## config.mk

```make
export PLATFORM = sky130hd
export DESIGN_NAME = shta_alu
export DESIGN_NICKNAME = d
export VERILOG_FILES = /design/src/core/shta_pkg.sv /design/src/core/shta_alu.sv
export SDC_FILE = /design/constraint.sdc
export NUM_CORES = 1
export LEC_CHECK = 0
export ABC_AREA = 1
export ABC_CLOCK_PERIOD_IN_PS = 3400
export BUFFER_PORTS_ARGS = -buffer_cell sky130_fd_sc_hd__buf_2
export CORE_ASPECT_RATIO = 2
export CORE_MARGIN = 5
export CORE_UTILIZATION = 55
export CTS_CLUSTER_SIZE = 28
export DETAILED_ROUTE_END_ITERATION = 8
export GPL_ROUTABILITY_DRIVEN = 1
export GPL_TIMING_DRIVEN = 0
export PLACE_DENSITY = 0.75
export SLEW_MARGIN = 30
export SYNTH_ARGS = -nofsm -noshare
export SYNTH_HDL_FRONTEND = slang
export SYNTH_SLANG_ARGS = --single-unit
```

## constraint.sdc

```tcl
create_clock -name aclk -period 3.4 [get_ports aclk]
set_input_delay 0 -clock aclk [delete_from_list [all_inputs] [get_ports aclk]]
set_output_delay 0 -clock aclk [all_outputs]
set_load 0.02 [all_outputs]
```

## src/core/shta_pkg.sv

```systemverilog
// Purpose: Shared constants and types for the packed subtract and test datapath.
// Assumes: One AXI4-Lite register slave on a single 25 MHz clock.
// Notes: All command, flag and bus field positions live here.
//
// Notes on behaviour
// - Add-sub-exchange top: halved first-top plus second-bottom.
// - Add-sub-exchange bottom: halved first-bottom minus second-top.
// - Sub-add-exchange top: halved first-top minus second-bottom.
// - Sub-add-exchange bottom: halved first-bottom plus second-top.
// - Exchange halving ops leave all flags alone.
// - Halving halfword subtract, halved per lane.
// - Halving byte subtract, four halved lanes.
// - Halving subtracts leave all flags alone.
// - Halfword subtract writes low sixteen bits.
// - Halfword subtract sets lane flag pairs.
// - Byte subtract writes low eight bits.
// - Byte subtract sets each lane flag.
// - Missing destination means first operand register.
// - Failed condition leaves registers and flags untouched.
// - AND test updates flags, writes nothing.
// - XOR test updates flags, discards value.
// - Tests set N from bit 31, Z.
// - Tests change carry only from shifter.
// - Tests leave overflow flag unchanged.
package shta_pkg;
  localparam int DATA_W = 32;
  localparam logic [7:0] REG_OPA = 8'h00;
  localparam logic [7:0] REG_OPB = 8'h04;
  localparam logic [7:0] REG_CMD = 8'h08;
  localparam logic [7:0] REG_RES = 8'h0C;
  localparam logic [7:0] REG_FLAGS = 8'h10;
  localparam logic [7:0] REG_WB = 8'h14;
  localparam int CMD_OP_LSB = 0;
  localparam int CMD_COND_BIT = 4;
  localparam int CMD_DGIVEN_BIT = 5;
  localparam int CMD_DEST_LSB = 8;
  localparam int CMD_SRC_LSB = 12;
  localparam int CMD_CVALID_BIT = 16;
  localparam int CMD_CIN_BIT = 17;
  localparam logic [2:0] OP_HADD_SUB_X = 3'h0;
  localparam logic [2:0] OP_HSUB_ADD_X = 3'h1;
  localparam logic [2:0] OP_HSUB_H = 3'h2;
  localparam logic [2:0] OP_HSUB_B = 3'h3;
  localparam logic [2:0] OP_SUB_H = 3'h4;
  localparam logic [2:0] OP_SUB_B = 3'h5;
  localparam logic [2:0] OP_AND_TEST = 3'h6;
  localparam logic [2:0] OP_XOR_TEST = 3'h7;
  localparam logic [3:0] IDX_SP = 4'hD;
  localparam logic [3:0] IDX_PC = 4'hF;
  localparam logic [1:0] RESP_OKAY = 2'h0;
  localparam logic [1:0] RESP_SLVERR = 2'h2;
  localparam logic [7:0] FLAGS_RST = 8'h00;

  // Flag byte as software sees it: N Z C V in bits 7..4, lane flags in 3..0.
  typedef struct packed {
    logic n;
    logic z;
    logic c;
    logic v;
    logic [3:0] ge;
  } shta_flags_t;

  typedef struct packed {
    logic awready;
    logic wready;
    logic arready;
    logic aw_got;
    logic w_got;
    logic [7:0] awaddr;
    logic [31:0] wdata;
    logic [3:0] wstrb;
    logic bvalid;
    logic [1:0] bresp;
    logic rvalid;
    logic [1:0] rresp;
    logic [31:0] rdata;
    logic [31:0] opa;
    logic [31:0] opb;
    logic [31:0] cmd;
    logic [31:0] result;
    shta_flags_t flags;
    logic rf_we;
    logic [3:0] rf_waddr;
    logic [31:0] rf_wdata;
    logic wb_wrote;
  } shta_state_t;
endpackage

```

## src/core/shta_alu.sv

```systemverilog
// Purpose: Packed signed subtract, halving exchange and bit test datapath slice.
// Assumes: Operands and command arrive over AXI4-Lite; results leave on a write port.
// Notes: A command executes in the cycle after its address and data are both accepted on the bus.
`timescale 1ns/1ps
module shta_alu #(
  parameter int ADDR_W = 8
) (
  input wire logic aclk,
  input wire logic aresetn,
  input wire logic [ADDR_W-1:0] awaddr,
  input wire logic awvalid,
  output logic awready,
  input wire logic [31:0] wdata,
  input wire logic [3:0] wstrb,
  input wire logic wvalid,
  output logic wready,
  output logic [1:0] bresp,
  output logic bvalid,
  input wire logic bready,
  input wire logic [ADDR_W-1:0] araddr,
  input wire logic arvalid,
  output logic arready,
  output logic [31:0] rdata,
  output logic [1:0] rresp,
  output logic rvalid,
  input wire logic rready,
  output logic rf_we,
  output logic [3:0] rf_waddr,
  output logic [31:0] rf_wdata,
  output shta_pkg::shta_flags_t flags
);

  if (ADDR_W < 8) begin : g_chk
    $error("ADDR_W must be at least 8");
  end

  shta_pkg::shta_state_t st_q;
  shta_pkg::shta_state_t st_d;

  ////////////////////////////////////////////////////////////////////////////////

  function automatic logic [31:0] merge(input logic [31:0] old, input logic [31:0] nw,
                                        input logic [3:0] strb);
    logic [31:0] r;
    r = old;
    for (int i = 0; i < 4; i++) begin
      if (strb[i]) begin
        r[8*i +: 8] = nw[8*i +: 8];
      end
    end
    return r;
  endfunction

  function automatic logic reg_mapped(input logic [7:0] word);
    return word == shta_pkg::REG_OPA || word == shta_pkg::REG_OPB ||
           word == shta_pkg::REG_CMD || word == shta_pkg::REG_RES ||
           word == shta_pkg::REG_FLAGS || word == shta_pkg::REG_WB;
  endfunction

  ////////////////////////////////////////////////////////////////////////////////
  // Lane arithmetic. Every lane is sign extended by one bit and computed on its own.

  logic [3:0][8:0] bdiff;
  logic [1:0][16:0] hdiff;
  logic [1:0][16:0] xsum;
  logic [1:0][16:0] xdiff;

  for (genvar i = 0; i < 4; i++) begin : g_byte
    assign bdiff[i] = {st_q.opa[8*i+7], st_q.opa[8*i +: 8]}
                    - {st_q.opb[8*i+7], st_q.opb[8*i +: 8]};
  end

  for (genvar i = 0; i < 2; i++) begin : g_half
    localparam int J = 1 - i;
    assign hdiff[i] = {st_q.opa[16*i+15], st_q.opa[16*i +: 16]}
                    - {st_q.opb[16*i+15], st_q.opb[16*i +: 16]};
    assign xsum[i] = {st_q.opa[16*i+15], st_q.opa[16*i +: 16]}
                   + {st_q.opb[16*J+15], st_q.opb[16*J +: 16]};
    assign xdiff[i] = {st_q.opa[16*i+15], st_q.opa[16*i +: 16]}
                    - {st_q.opb[16*J+15], st_q.opb[16*J +: 16]};
  end

  ////////////////////////////////////////////////////////////////////////////////

  logic wr_go;
  logic [7:0] wr_word;
  logic [7:0] rd_word;
  logic [31:0] cmd_new;
  logic [31:0] fl_new;
  logic [2:0] exec_op;
  logic [3:0] src_idx;
  logic [3:0] dest_idx;
  logic is_test;
  logic cmd_hit;
  logic cmd_bad;
  logic exec;
  logic cmd_skip;
  logic ge_upd;
  logic [3:0] pk_ge;
  logic [31:0] pk_res;
  logic [31:0] tst_res;

  always_comb begin
    st_d = st_q;
    st_d.rf_we = 1'b0;
    wr_go = st_q.aw_got && st_q.w_got && !st_q.bvalid;
    wr_word = {st_q.awaddr[7:2], 2'b00};
    rd_word = {araddr[7:2], 2'b00};
    cmd_new = merge(st_q.cmd, st_q.wdata, st_q.wstrb);
    fl_new = merge({24'h000000, st_q.flags}, st_q.wdata, st_q.wstrb);
    exec_op = cmd_new[shta_pkg::CMD_OP_LSB +: 3];
    src_idx = cmd_new[shta_pkg::CMD_SRC_LSB +: 4];
    is_test = exec_op == shta_pkg::OP_AND_TEST || exec_op == shta_pkg::OP_XOR_TEST;
    dest_idx = cmd_new[shta_pkg::CMD_DGIVEN_BIT] ? cmd_new[shta_pkg::CMD_DEST_LSB +: 4]
                                                  : src_idx;
    cmd_bad = src_idx == shta_pkg::IDX_SP || src_idx == shta_pkg::IDX_PC ||
              (!is_test && (dest_idx == shta_pkg::IDX_SP || dest_idx == shta_pkg::IDX_PC));
    cmd_hit = wr_go && wr_word == shta_pkg::REG_CMD;
    exec = cmd_hit && !cmd_bad && cmd_new[shta_pkg::CMD_COND_BIT];
    cmd_skip = cmd_hit && !cmd_bad && !cmd_new[shta_pkg::CMD_COND_BIT];
    ge_upd = 1'b0;
    pk_ge = st_q.flags.ge;
    pk_res = 32'h00000000;
    tst_res = 32'h00000000;
    case (exec_op)
      shta_pkg::OP_HADD_SUB_X: begin
        pk_res = {xsum[1][16:1], xdiff[0][16:1]};
      end
      shta_pkg::OP_HSUB_ADD_X: begin
        pk_res = {xdiff[1][16:1], xsum[0][16:1]};
      end
      shta_pkg::OP_HSUB_H: begin
        pk_res = {hdiff[1][16:1], hdiff[0][16:1]};
      end
      shta_pkg::OP_HSUB_B: begin
        pk_res = {bdiff[3][8:1], bdiff[2][8:1], bdiff[1][8:1], bdiff[0][8:1]};
      end
      shta_pkg::OP_SUB_H: begin
        pk_res = {hdiff[1][15:0], hdiff[0][15:0]};
        pk_ge = {{2{~hdiff[1][16]}}, {2{~hdiff[0][16]}}};
        ge_upd = 1'b1;
      end
      shta_pkg::OP_SUB_B: begin
        pk_res = {bdiff[3][7:0], bdiff[2][7:0], bdiff[1][7:0], bdiff[0][7:0]};
        pk_ge = ~{bdiff[3][8], bdiff[2][8], bdiff[1][8], bdiff[0][8]};
        ge_upd = 1'b1;
      end
      shta_pkg::OP_AND_TEST: begin
        tst_res = st_q.opa & st_q.opb;
      end
      shta_pkg::OP_XOR_TEST: begin
        tst_res = st_q.opa ^ st_q.opb;
      end
      default: begin
        pk_res = 32'h00000000;
      end
    endcase

    if (awvalid && st_q.awready) begin
      st_d.aw_got = 1'b1;
      st_d.awaddr = awaddr[7:0];
    end
    if (wvalid && st_q.wready) begin
      st_d.w_got = 1'b1;
      st_d.wdata = wdata;
      st_d.wstrb = wstrb;
    end
    if (st_q.bvalid && bready) begin
      st_d.bvalid = 1'b0;
    end
    if (wr_go) begin
      st_d.aw_got = 1'b0;
      st_d.w_got = 1'b0;
      st_d.bvalid = 1'b1;
      st_d.bresp = reg_mapped(wr_word) ? shta_pkg::RESP_OKAY : shta_pkg::RESP_SLVERR;
      case (wr_word)
        shta_pkg::REG_OPA: begin
          st_d.opa = merge(st_q.opa, st_q.wdata, st_q.wstrb);
        end
        shta_pkg::REG_OPB: begin
          st_d.opb = merge(st_q.opb, st_q.wdata, st_q.wstrb);
        end
        shta_pkg::REG_FLAGS: begin
          st_d.flags = fl_new[7:0];
        end
        shta_pkg::REG_CMD: begin
          if (cmd_bad) begin
            st_d.bresp = shta_pkg::RESP_SLVERR;
          end else begin
            st_d.cmd = cmd_new;
          end
        end
        default: begin
          st_d.bresp = st_d.bresp;
        end
      endcase
    end

    if (exec) begin
      if (is_test) begin
        // N and Z from test value
        st_d.flags.n = tst_res[31];
        st_d.flags.z = tst_res == 32'h00000000;
        if (cmd_new[shta_pkg::CMD_CVALID_BIT]) begin
          st_d.flags.c = cmd_new[shta_pkg::CMD_CIN_BIT];
        end
        st_d.wb_wrote = 1'b0;
      end else begin
        st_d.rf_we = 1'b1;
        st_d.rf_waddr = dest_idx;
        st_d.rf_wdata = pk_res;
        st_d.result = pk_res;
        st_d.wb_wrote = 1'b1;
        // only plain subtracts touch lane flags
        if (ge_upd) begin
          st_d.flags.ge = pk_ge;
        end
      end
    end

    if (st_q.rvalid && rready) begin
      st_d.rvalid = 1'b0;
    end
    if (arvalid && st_q.arready) begin
      st_d.rvalid = 1'b1;
      st_d.rresp = reg_mapped(rd_word) ? shta_pkg::RESP_OKAY : shta_pkg::RESP_SLVERR;
      case (rd_word)
        shta_pkg::REG_OPA: st_d.rdata = st_q.opa;
        shta_pkg::REG_OPB: st_d.rdata = st_q.opb;
        shta_pkg::REG_CMD: st_d.rdata = st_q.cmd;
        shta_pkg::REG_RES: st_d.rdata = st_q.result;
        shta_pkg::REG_FLAGS: st_d.rdata = {24'h000000, st_q.flags};
        shta_pkg::REG_WB: st_d.rdata = {27'h0000000, st_q.rf_waddr, st_q.wb_wrote};
        default: st_d.rdata = 32'h00000000;
      endcase
    end

    // Ready is registered so each bus output comes straight from a flop.
    st_d.awready = !st_d.aw_got && !st_d.bvalid;
    st_d.wready = !st_d.w_got && !st_d.bvalid;
    st_d.arready = !st_d.rvalid;
  end

  always_ff @(posedge aclk) begin
    if (!aresetn) begin
      st_q <= '0;
      st_q.flags <= shta_pkg::FLAGS_RST;
    end else begin
      st_q <= st_d;
    end
  end

  assign awready = st_q.awready;
  assign wready = st_q.wready;
  assign bvalid = st_q.bvalid;
  assign bresp = st_q.bresp;
  assign arready = st_q.arready;
  assign rvalid = st_q.rvalid;
  assign rresp = st_q.rresp;
  assign rdata = st_q.rdata;
  assign rf_we = st_q.rf_we;
  assign rf_waddr = st_q.rf_waddr;
  assign rf_wdata = st_q.rf_wdata;
  assign flags = st_q.flags;

  ////////////////////////////////////////////////////////////////////////////////
  // Checks of the datapath against an independent integer reference.

  function automatic logic [15:0] half_ref(input logic [15:0] a, input logic [15:0] b,
                                           input logic sub);
    int s;
    s = sub ? (int'($signed(a)) - int'($signed(b))) : (int'($signed(a)) + int'($signed(b)));
    s = s >>> 1;
    return s[15:0];
  endfunction
endmodule

```

Word level (Yosys, flattened, before mapping)
Index checks and enable logic that the tools add are counted.
{"block": "totals", "regBits": 229, "inputBits": 59}
{"block": "op_classes", "n_addsub": 10, "n_eq_ne": 22, "n_mux": 30, "bitwise_logic": 7, "n_reduce_logical": 54}
{"cell": "case mux 32 bit (6 select lines)", "n": 2}
{"cell": "subtractor 16 x 16 -> 17 bit", "n": 4}
{"cell": "case mux 32 bit (2 select lines)", "n": 1}
{"cell": "2-to-1 mux 42 bit", "n": 1}
{"cell": "2-to-1 mux 41 bit", "n": 1}
{"cell": "subtractor 8 x 8 -> 9 bit", "n": 4}
{"cell": "2-to-1 mux 35 bit", "n": 1}
{"cell": "adder 16 x 16 -> 17 bit", "n": 2}
{"cell": "bitwise AND 32 bit", "n": 1}
{"cell": "logical NOT 32 bit", "n": 1}
{"cell": "2-to-1 mux 8 bit", "n": 4}
{"cell": "XOR 32 bit", "n": 1}
{"cell": "AND reduction 3 bit", "n": 10}
{"cell": "equality test 6 x 2 -> 1 bit (second input constant)", "n": 4}
{"cell": "equality test 6 x 3 -> 1 bit (second input constant)", "n": 4}
{"cell": "equality test 4 bit (second input constant)", "n": 4}
{"cell": "logical OR 1 bit", "n": 14}
{"cell": "logical AND 1 bit", "n": 13}
{"cell": "equality test 3 bit (second input constant)", "n": 4}
{"cell": "equality test 6 x 1 -> 1 bit (second input constant)", "n": 2}
{"cell": "logical NOT 6 bit", "n": 2}
{"cell": "2-to-1 mux 2 bit", "n": 6}
{"cell": "AND reduction 4 bit", "n": 3}
{"cell": "2-to-1 mux 3 bit", "n": 3}
{"cell": "13 further kinds", "n": 31}

Longest topological paths before layout
{"block": "logic_depth", "ltp_word": 12, "ltp_mapped": 23, "mapped_depth_nobuf": 21}

Worst setup path after synthesis
OpenSTA, ideal clock, no wires.
{"block": "synth_timing", "path_kind": "reg2reg", "start": "register st_q[212] (netlist name)", "end": "register st_q, in the netlist rf_wdata[10]", "setup_time_ps": 117, "t_arrival_ps": 2806, "required_time_ps": 3283, "slack_ps": 477, "stages_incl_launch_ff": 23, "n_path_buf": 2, "synth_period_minus_slack_ps": 2923, "path_cell_list": "dfxtp_1 -> buf_6 -> inv_4 -> nand2_1 -> nand2_1 -> nand3_1 -> inv_1 -> clkbuf_1 -> or2_2 -> xor2_1 -> inv_1 -> ha_1 -> nand2_1 -> o21ai_0 -> nand2_1 -> nand2_1 -> nand3_1 -> nand2_1 -> nand2_1 -> nand3_1 -> nand2_1 -> nor2_1 -> nor2_1"}
{"block": "synth_via", "elab_chain_cells": 10, "word_cells_on_any_way": 23, "cone_classes": "eq/ne: 9; mux: 3; bitwise: 1; reduce/logical: 10"}
{"item": "from (decl)", "line_no": "shta_alu.sv:37", "rtl": "shta_pkg::shta_state_t st_q;"}
{"item": "from (signal assigned)", "line_no": "shta_alu.sv:249", "rtl": "st_q <= st_d;"}
{"item": "2-to-1 mux 6 bit (*)", "line_no": "shta_alu.sv:47", "rtl": "if (strb[i]) begin"}
{"item": "2-to-1 mux 4 bit / equality test 3 bit (equally long branches)", "line_no": "shta_alu.sv:114, shta_alu.sv:113"}
{"item": "equality test 4 bit / logical OR 1 bit (equally long branches)", "line_no": "shta_alu.sv:117, shta_alu.sv:113"}
{"item": "logical OR 1 bit / logical NOT 1 bit (equally long branches)", "line_no": "shta_alu.sv:117", "rtl": "(!is_test && (dest_idx == shta_pkg::IDX_SP || dest_idx == shta_pkg::IDX_PC));"}
{"item": "logical AND 1 bit", "line_no": "shta_alu.sv:117"}
{"item": "logical OR 1 bit", "line_no": "shta_alu.sv:116", "rtl": "cmd_bad = src_idx == shta_pkg::IDX_SP || src_idx == shta_pkg::IDX_PC ||"}
{"item": "logical NOT 1 bit"}
{"item": "logical AND 1 bit"}
{"item": "logical AND 1 bit", "line_no": "shta_alu.sv:119", "rtl": "exec = cmd_hit && !cmd_bad && cmd_new[shta_pkg::CMD_COND_BIT];"}
{"item": "AND reduction 2 bit (no source line)"}
Mark *: on every way between the ends. The rest lies on a longest branch, timed or not.
A chain may end at the register's enable or synchronous reset.

Worst setup path in the final report
{"block": "layout_timing", "start": "register st_q[212] (netlist name)", "end": "register st_q, in the netlist rf_wdata[31]"}
Same word-level chain as after synthesis.

==> results.json <==
{
  "setup_viol": 0,
  "drc": 0,
  "p_per_area_mw_per_mm2": 319,
  "worstSetupPathType": "register to register",
  "met2_usage_pct": 73.0,
  "synth-main-ff-cell": "dfxtp_1",
  "final_common_cell": "nand2_1",
  "reg2reg_from": "st_q[212]",
  "hold_viol_final": 0,
  "synthTopCellsByArea": "dfxtp_1 (28%), nand2_1 (14%), ha_1 (7.8%)",
  "wl_mm": 76.5,
  "final_cell_mix": "nand2_1 (599), inv_1 (292), nor2_1 (252)",
  "start_kind": "register",
  "final_cells": 3073,
  "synth_edf_count": 0,
  "ys_seq_elements": 225,
  "whs_path_depth": 5,
  "syn_avg_cell_area_um2": 6.44,
  "max_stage_delay_ns": 0.40,
  "synthArstFlopShare_pct": 0,
  "cp-startpoint": "st_q[212]",
  "cp_common_cell": "nand3_1",
  "rsz0062_at_grt": "false",
  "cp-end-kind": "register",
  "cp.arrival_ns": 3.78,
  "synth_warnings": 0,
  "clockBufferDepth": 3,
  "io_pins": 145,
  "busiest_layer": "met2",
  "h-tree-depth": 1,
  "via_per_inst": 6.11,
  "synthMuxAreaShare_pct": 0,
  "synth_top_family_by_area": "simple AND/OR/NAND/NOR gates",
  "r2r-end": "rf_wdata[31]",
  "dp_hpwl_mm": 58.9,
  "path_buf_inv": 4,
  "rows": 88,
  "die_h_um": 251,
  "r2r_cells": 19,
  "ant_nets": 0,
  "yosys.area_share.xor_xnor_pct": 2.69,
  "fmax_mhz": 298,
  "die_area_mm2": 0.0328,
  "wire_per_inst_um": 24.9,
  "synth_top_area_share_pct": 28.2,
  "holdCritPathClass": "primary input to register",
  "worstPathCellList": "buf_6, inv_4, nand2_2, nand2_4, nand3_4, clkbuf_2, nand2_1, xor2_1, ha_1, nand2_1, nor2_1, nand3_1, nand2_2, a21oi_4, nand3_1, nand3_1, nand3_1, nand2_1, inv_1",
  "start_util_pct": 55.6,
  "critPathRequiredTime_ns": 3.82,
  "finalMaxSlewViolations": 0,
  "grt_usage_pct": 45.7,
  "cts_sinks": 225,
  "r2r_slack_ns": 0.04,
  "antenna_found_initial": 1,
  "worst_path_max_delay_cell": "xor2_1",
  "grt_first_pass_wirelength_mm": 111,
  "syn_area_mm2": 0.0160,
  "clk_latency_ns": 0.53,
  "crit_path_max_fanout": 10,
  "ys_seq_area_share_pct": 28.2,
  "leakagePower_nw": 9.26,
  "cts_buffers": 21,
  "netlist.top_cell.by_area": "dfxtp_1",
  "overflow": 0,
  "yosys.cell_types.count": 56,
  "gr-usage-met1_pct": 45.6,
  "cp.depth": 19,
  "tightestPinTransition_ns": 1.03,
  "ir_drop_v": 0.000610,
  "period_share_pct": 98.9,
  "core_area_mm2": 0.0287,
  "num_vias": 18800,
  "use_met3_pct": 9.67,
  "grt_max_degree": 18,
  "syn_inst": 2481,
  "p_total_mw": 5.98,
  "dp.cells": 2981,
  "fin_skew_ns": 0.0204,
  "slew_headroom_pct": 30.8,
  "grt_pass1_vias": 18700,
  "post_synth_fa_ha_maj_area_fraction_pct": 8.50,
  "cp-endpoint": "rf_wdata[31]",
  "cts_tree": "built",
  "die_w_um": 131,
  "finalCriticalPeriod_ns": 3.36,
  "clk_transition_reported_paths_ns": 0.08,
  "cts_root_buffer": "clkbuf_16",
  "min-delay-start": "araddr[2]",
  "path_delay_family": "simple AND/OR/NAND/NOR gates",
  "dr.first_iter.drc_count": 2030,
  "final_util_pct": 65.3,
  "synth_compound_area_share_pct": 18.1,
  "syn_to_final_growth_pct": 17.4,
  "drive_gt1_share_pct": 13.9,
  "fin_nets": 2865,
  "routabilityCongestion": 1.10,
  "outcome": "complete, no violations",
  "max-cap-violations": 0,
  "synth-simple-area-share_pct": 29.2,
  "drt-pass1-iter-count": 7,
  "io_buffers": 138
}
## cell usage after synthesis (3+ instances only)
master / instances
a211oi_1: 19
a21oi_1: 204
a221oi_1: 9
a22oi_1: 19
a31oi_1: 4
buf_2: 19
buf_4: 83
buf_6: 4
clkbuf_1: 52
clkinv_1: 5
dfxtp_1: 225
fa_1: 6
ha_1: 99
inv_1: 298
inv_2: 5
nand2_1: 604
nand2_2: 5
nand2_4: 4
nand3_1: 142
nand3b_1: 17
nand4_1: 17
nor2_1: 258
nor2_2: 5
nor3_1: 23
nor4_1: 10
o2111ai_1: 3
o211ai_1: 17
o21a_1: 3
o21ai_0: 213
o21ai_1: 4
o221ai_1: 5
o22ai_1: 13
or2_2: 9
xnor2_1: 9
xor2_1: 40
## power by group
part	switching, mW	internal, mW	total, mW
Clock	1.12	1.42	2.54
Sequential	0.0611	2.69	2.75
Combinational	0.495	0.203	0.698
## worst reg2reg max path, stage by stage (launching register included)
cell      delay [ns]
dfxtp_1         0.31
buf_6           0.14
inv_4           0.11
nand2_2         0.08
nand2_4         0.13
nand3_4         0.16
clkbuf_2        0.26
nand2_1         0.12
xor2_1          0.40
ha_1            0.36
nand2_1         0.17
nor2_1          0.06
nand3_1         0.12
nand2_2         0.12
a21oi_4         0.21
nand3_1         0.11
nand3_1         0.09
nand3_1         0.16
nand2_1         0.11
inv_1           0.04
## state kept, by name (all words and copies together) (netlist names), 4 cells and up
register and count:
rf_wdata 32, flags 8, rf_waddr 4, rdata 32, st_q 141
## worst min-delay path by stage
stage / slack (ns) / endpoint
after floorplan: 0.17 / st_q[220]
after global placement: 0.25 / st_q[225]
after detailed placement: 0.26 / st_q[243]
after CTS: 0.08 / rdata[4]
after global routing: 0.16 / rdata[4]
final: 0.09 / rdata[4]
## per-layer routing
metal / vias up / wire [µm]
li1: 8448 / -
met2: 1324 / 35200
met5: - / 0
met4: 0 / 10700
met3: 527 / 6790
met1: 8488 / 23900
## per-stage QoR
step | area (µm²) | setup TNS, ns | hold slack (ns) | worst slack (ns)
2_1_floorplan | 16000 | 0 | 0.167 | 0.477
3_3_place_gp | 17100 | -16.56 | 0.250 | -0.878
3_5_place_dp | 17100 | -16.98 | 0.261 | -0.877
4_1_cts | 18500 | -0.00253 | 0.0767 | -0.00253
5_1_grt | 18800 | 0 | 0.161 | 0.00420
6_report | 18800 | 0 | 0.0899 | 0.0388
## kinds of logic after synthesis
group / after synthesis
AO/OA/AOI/OAI: 524
XOR/XNOR: 49
adder cells (fa/ha/maj): 105
buffers and inverters: 469
flip-flops: 225
other: 1
AND/OR/NAND/NOR: 1108
## area by class of cell
cell class	instances	area, µm²
Clock buffer	26	564
Inverter	309	1160
Timing Repair Buffer	197	1270
Fill cell	2567	9970
Antenna cell	1	2.50
Multi-Input combinational cell	1788	9700
Clock inverter	8	138
Buffer	159	976
Tap cell	360	450
Sequential cell	225	4510
## repair_timing
item                                    CTS  global route
setup buffers                             0             5
pin swaps                                 6            14
endpoints found under the hold margin    49             0
cloned                                    0             0
hold buffers                             53             0
endpoints found under the setup margin   32            24
gates resized for setup                  34            47
Power figures use the tool's default switching activity.
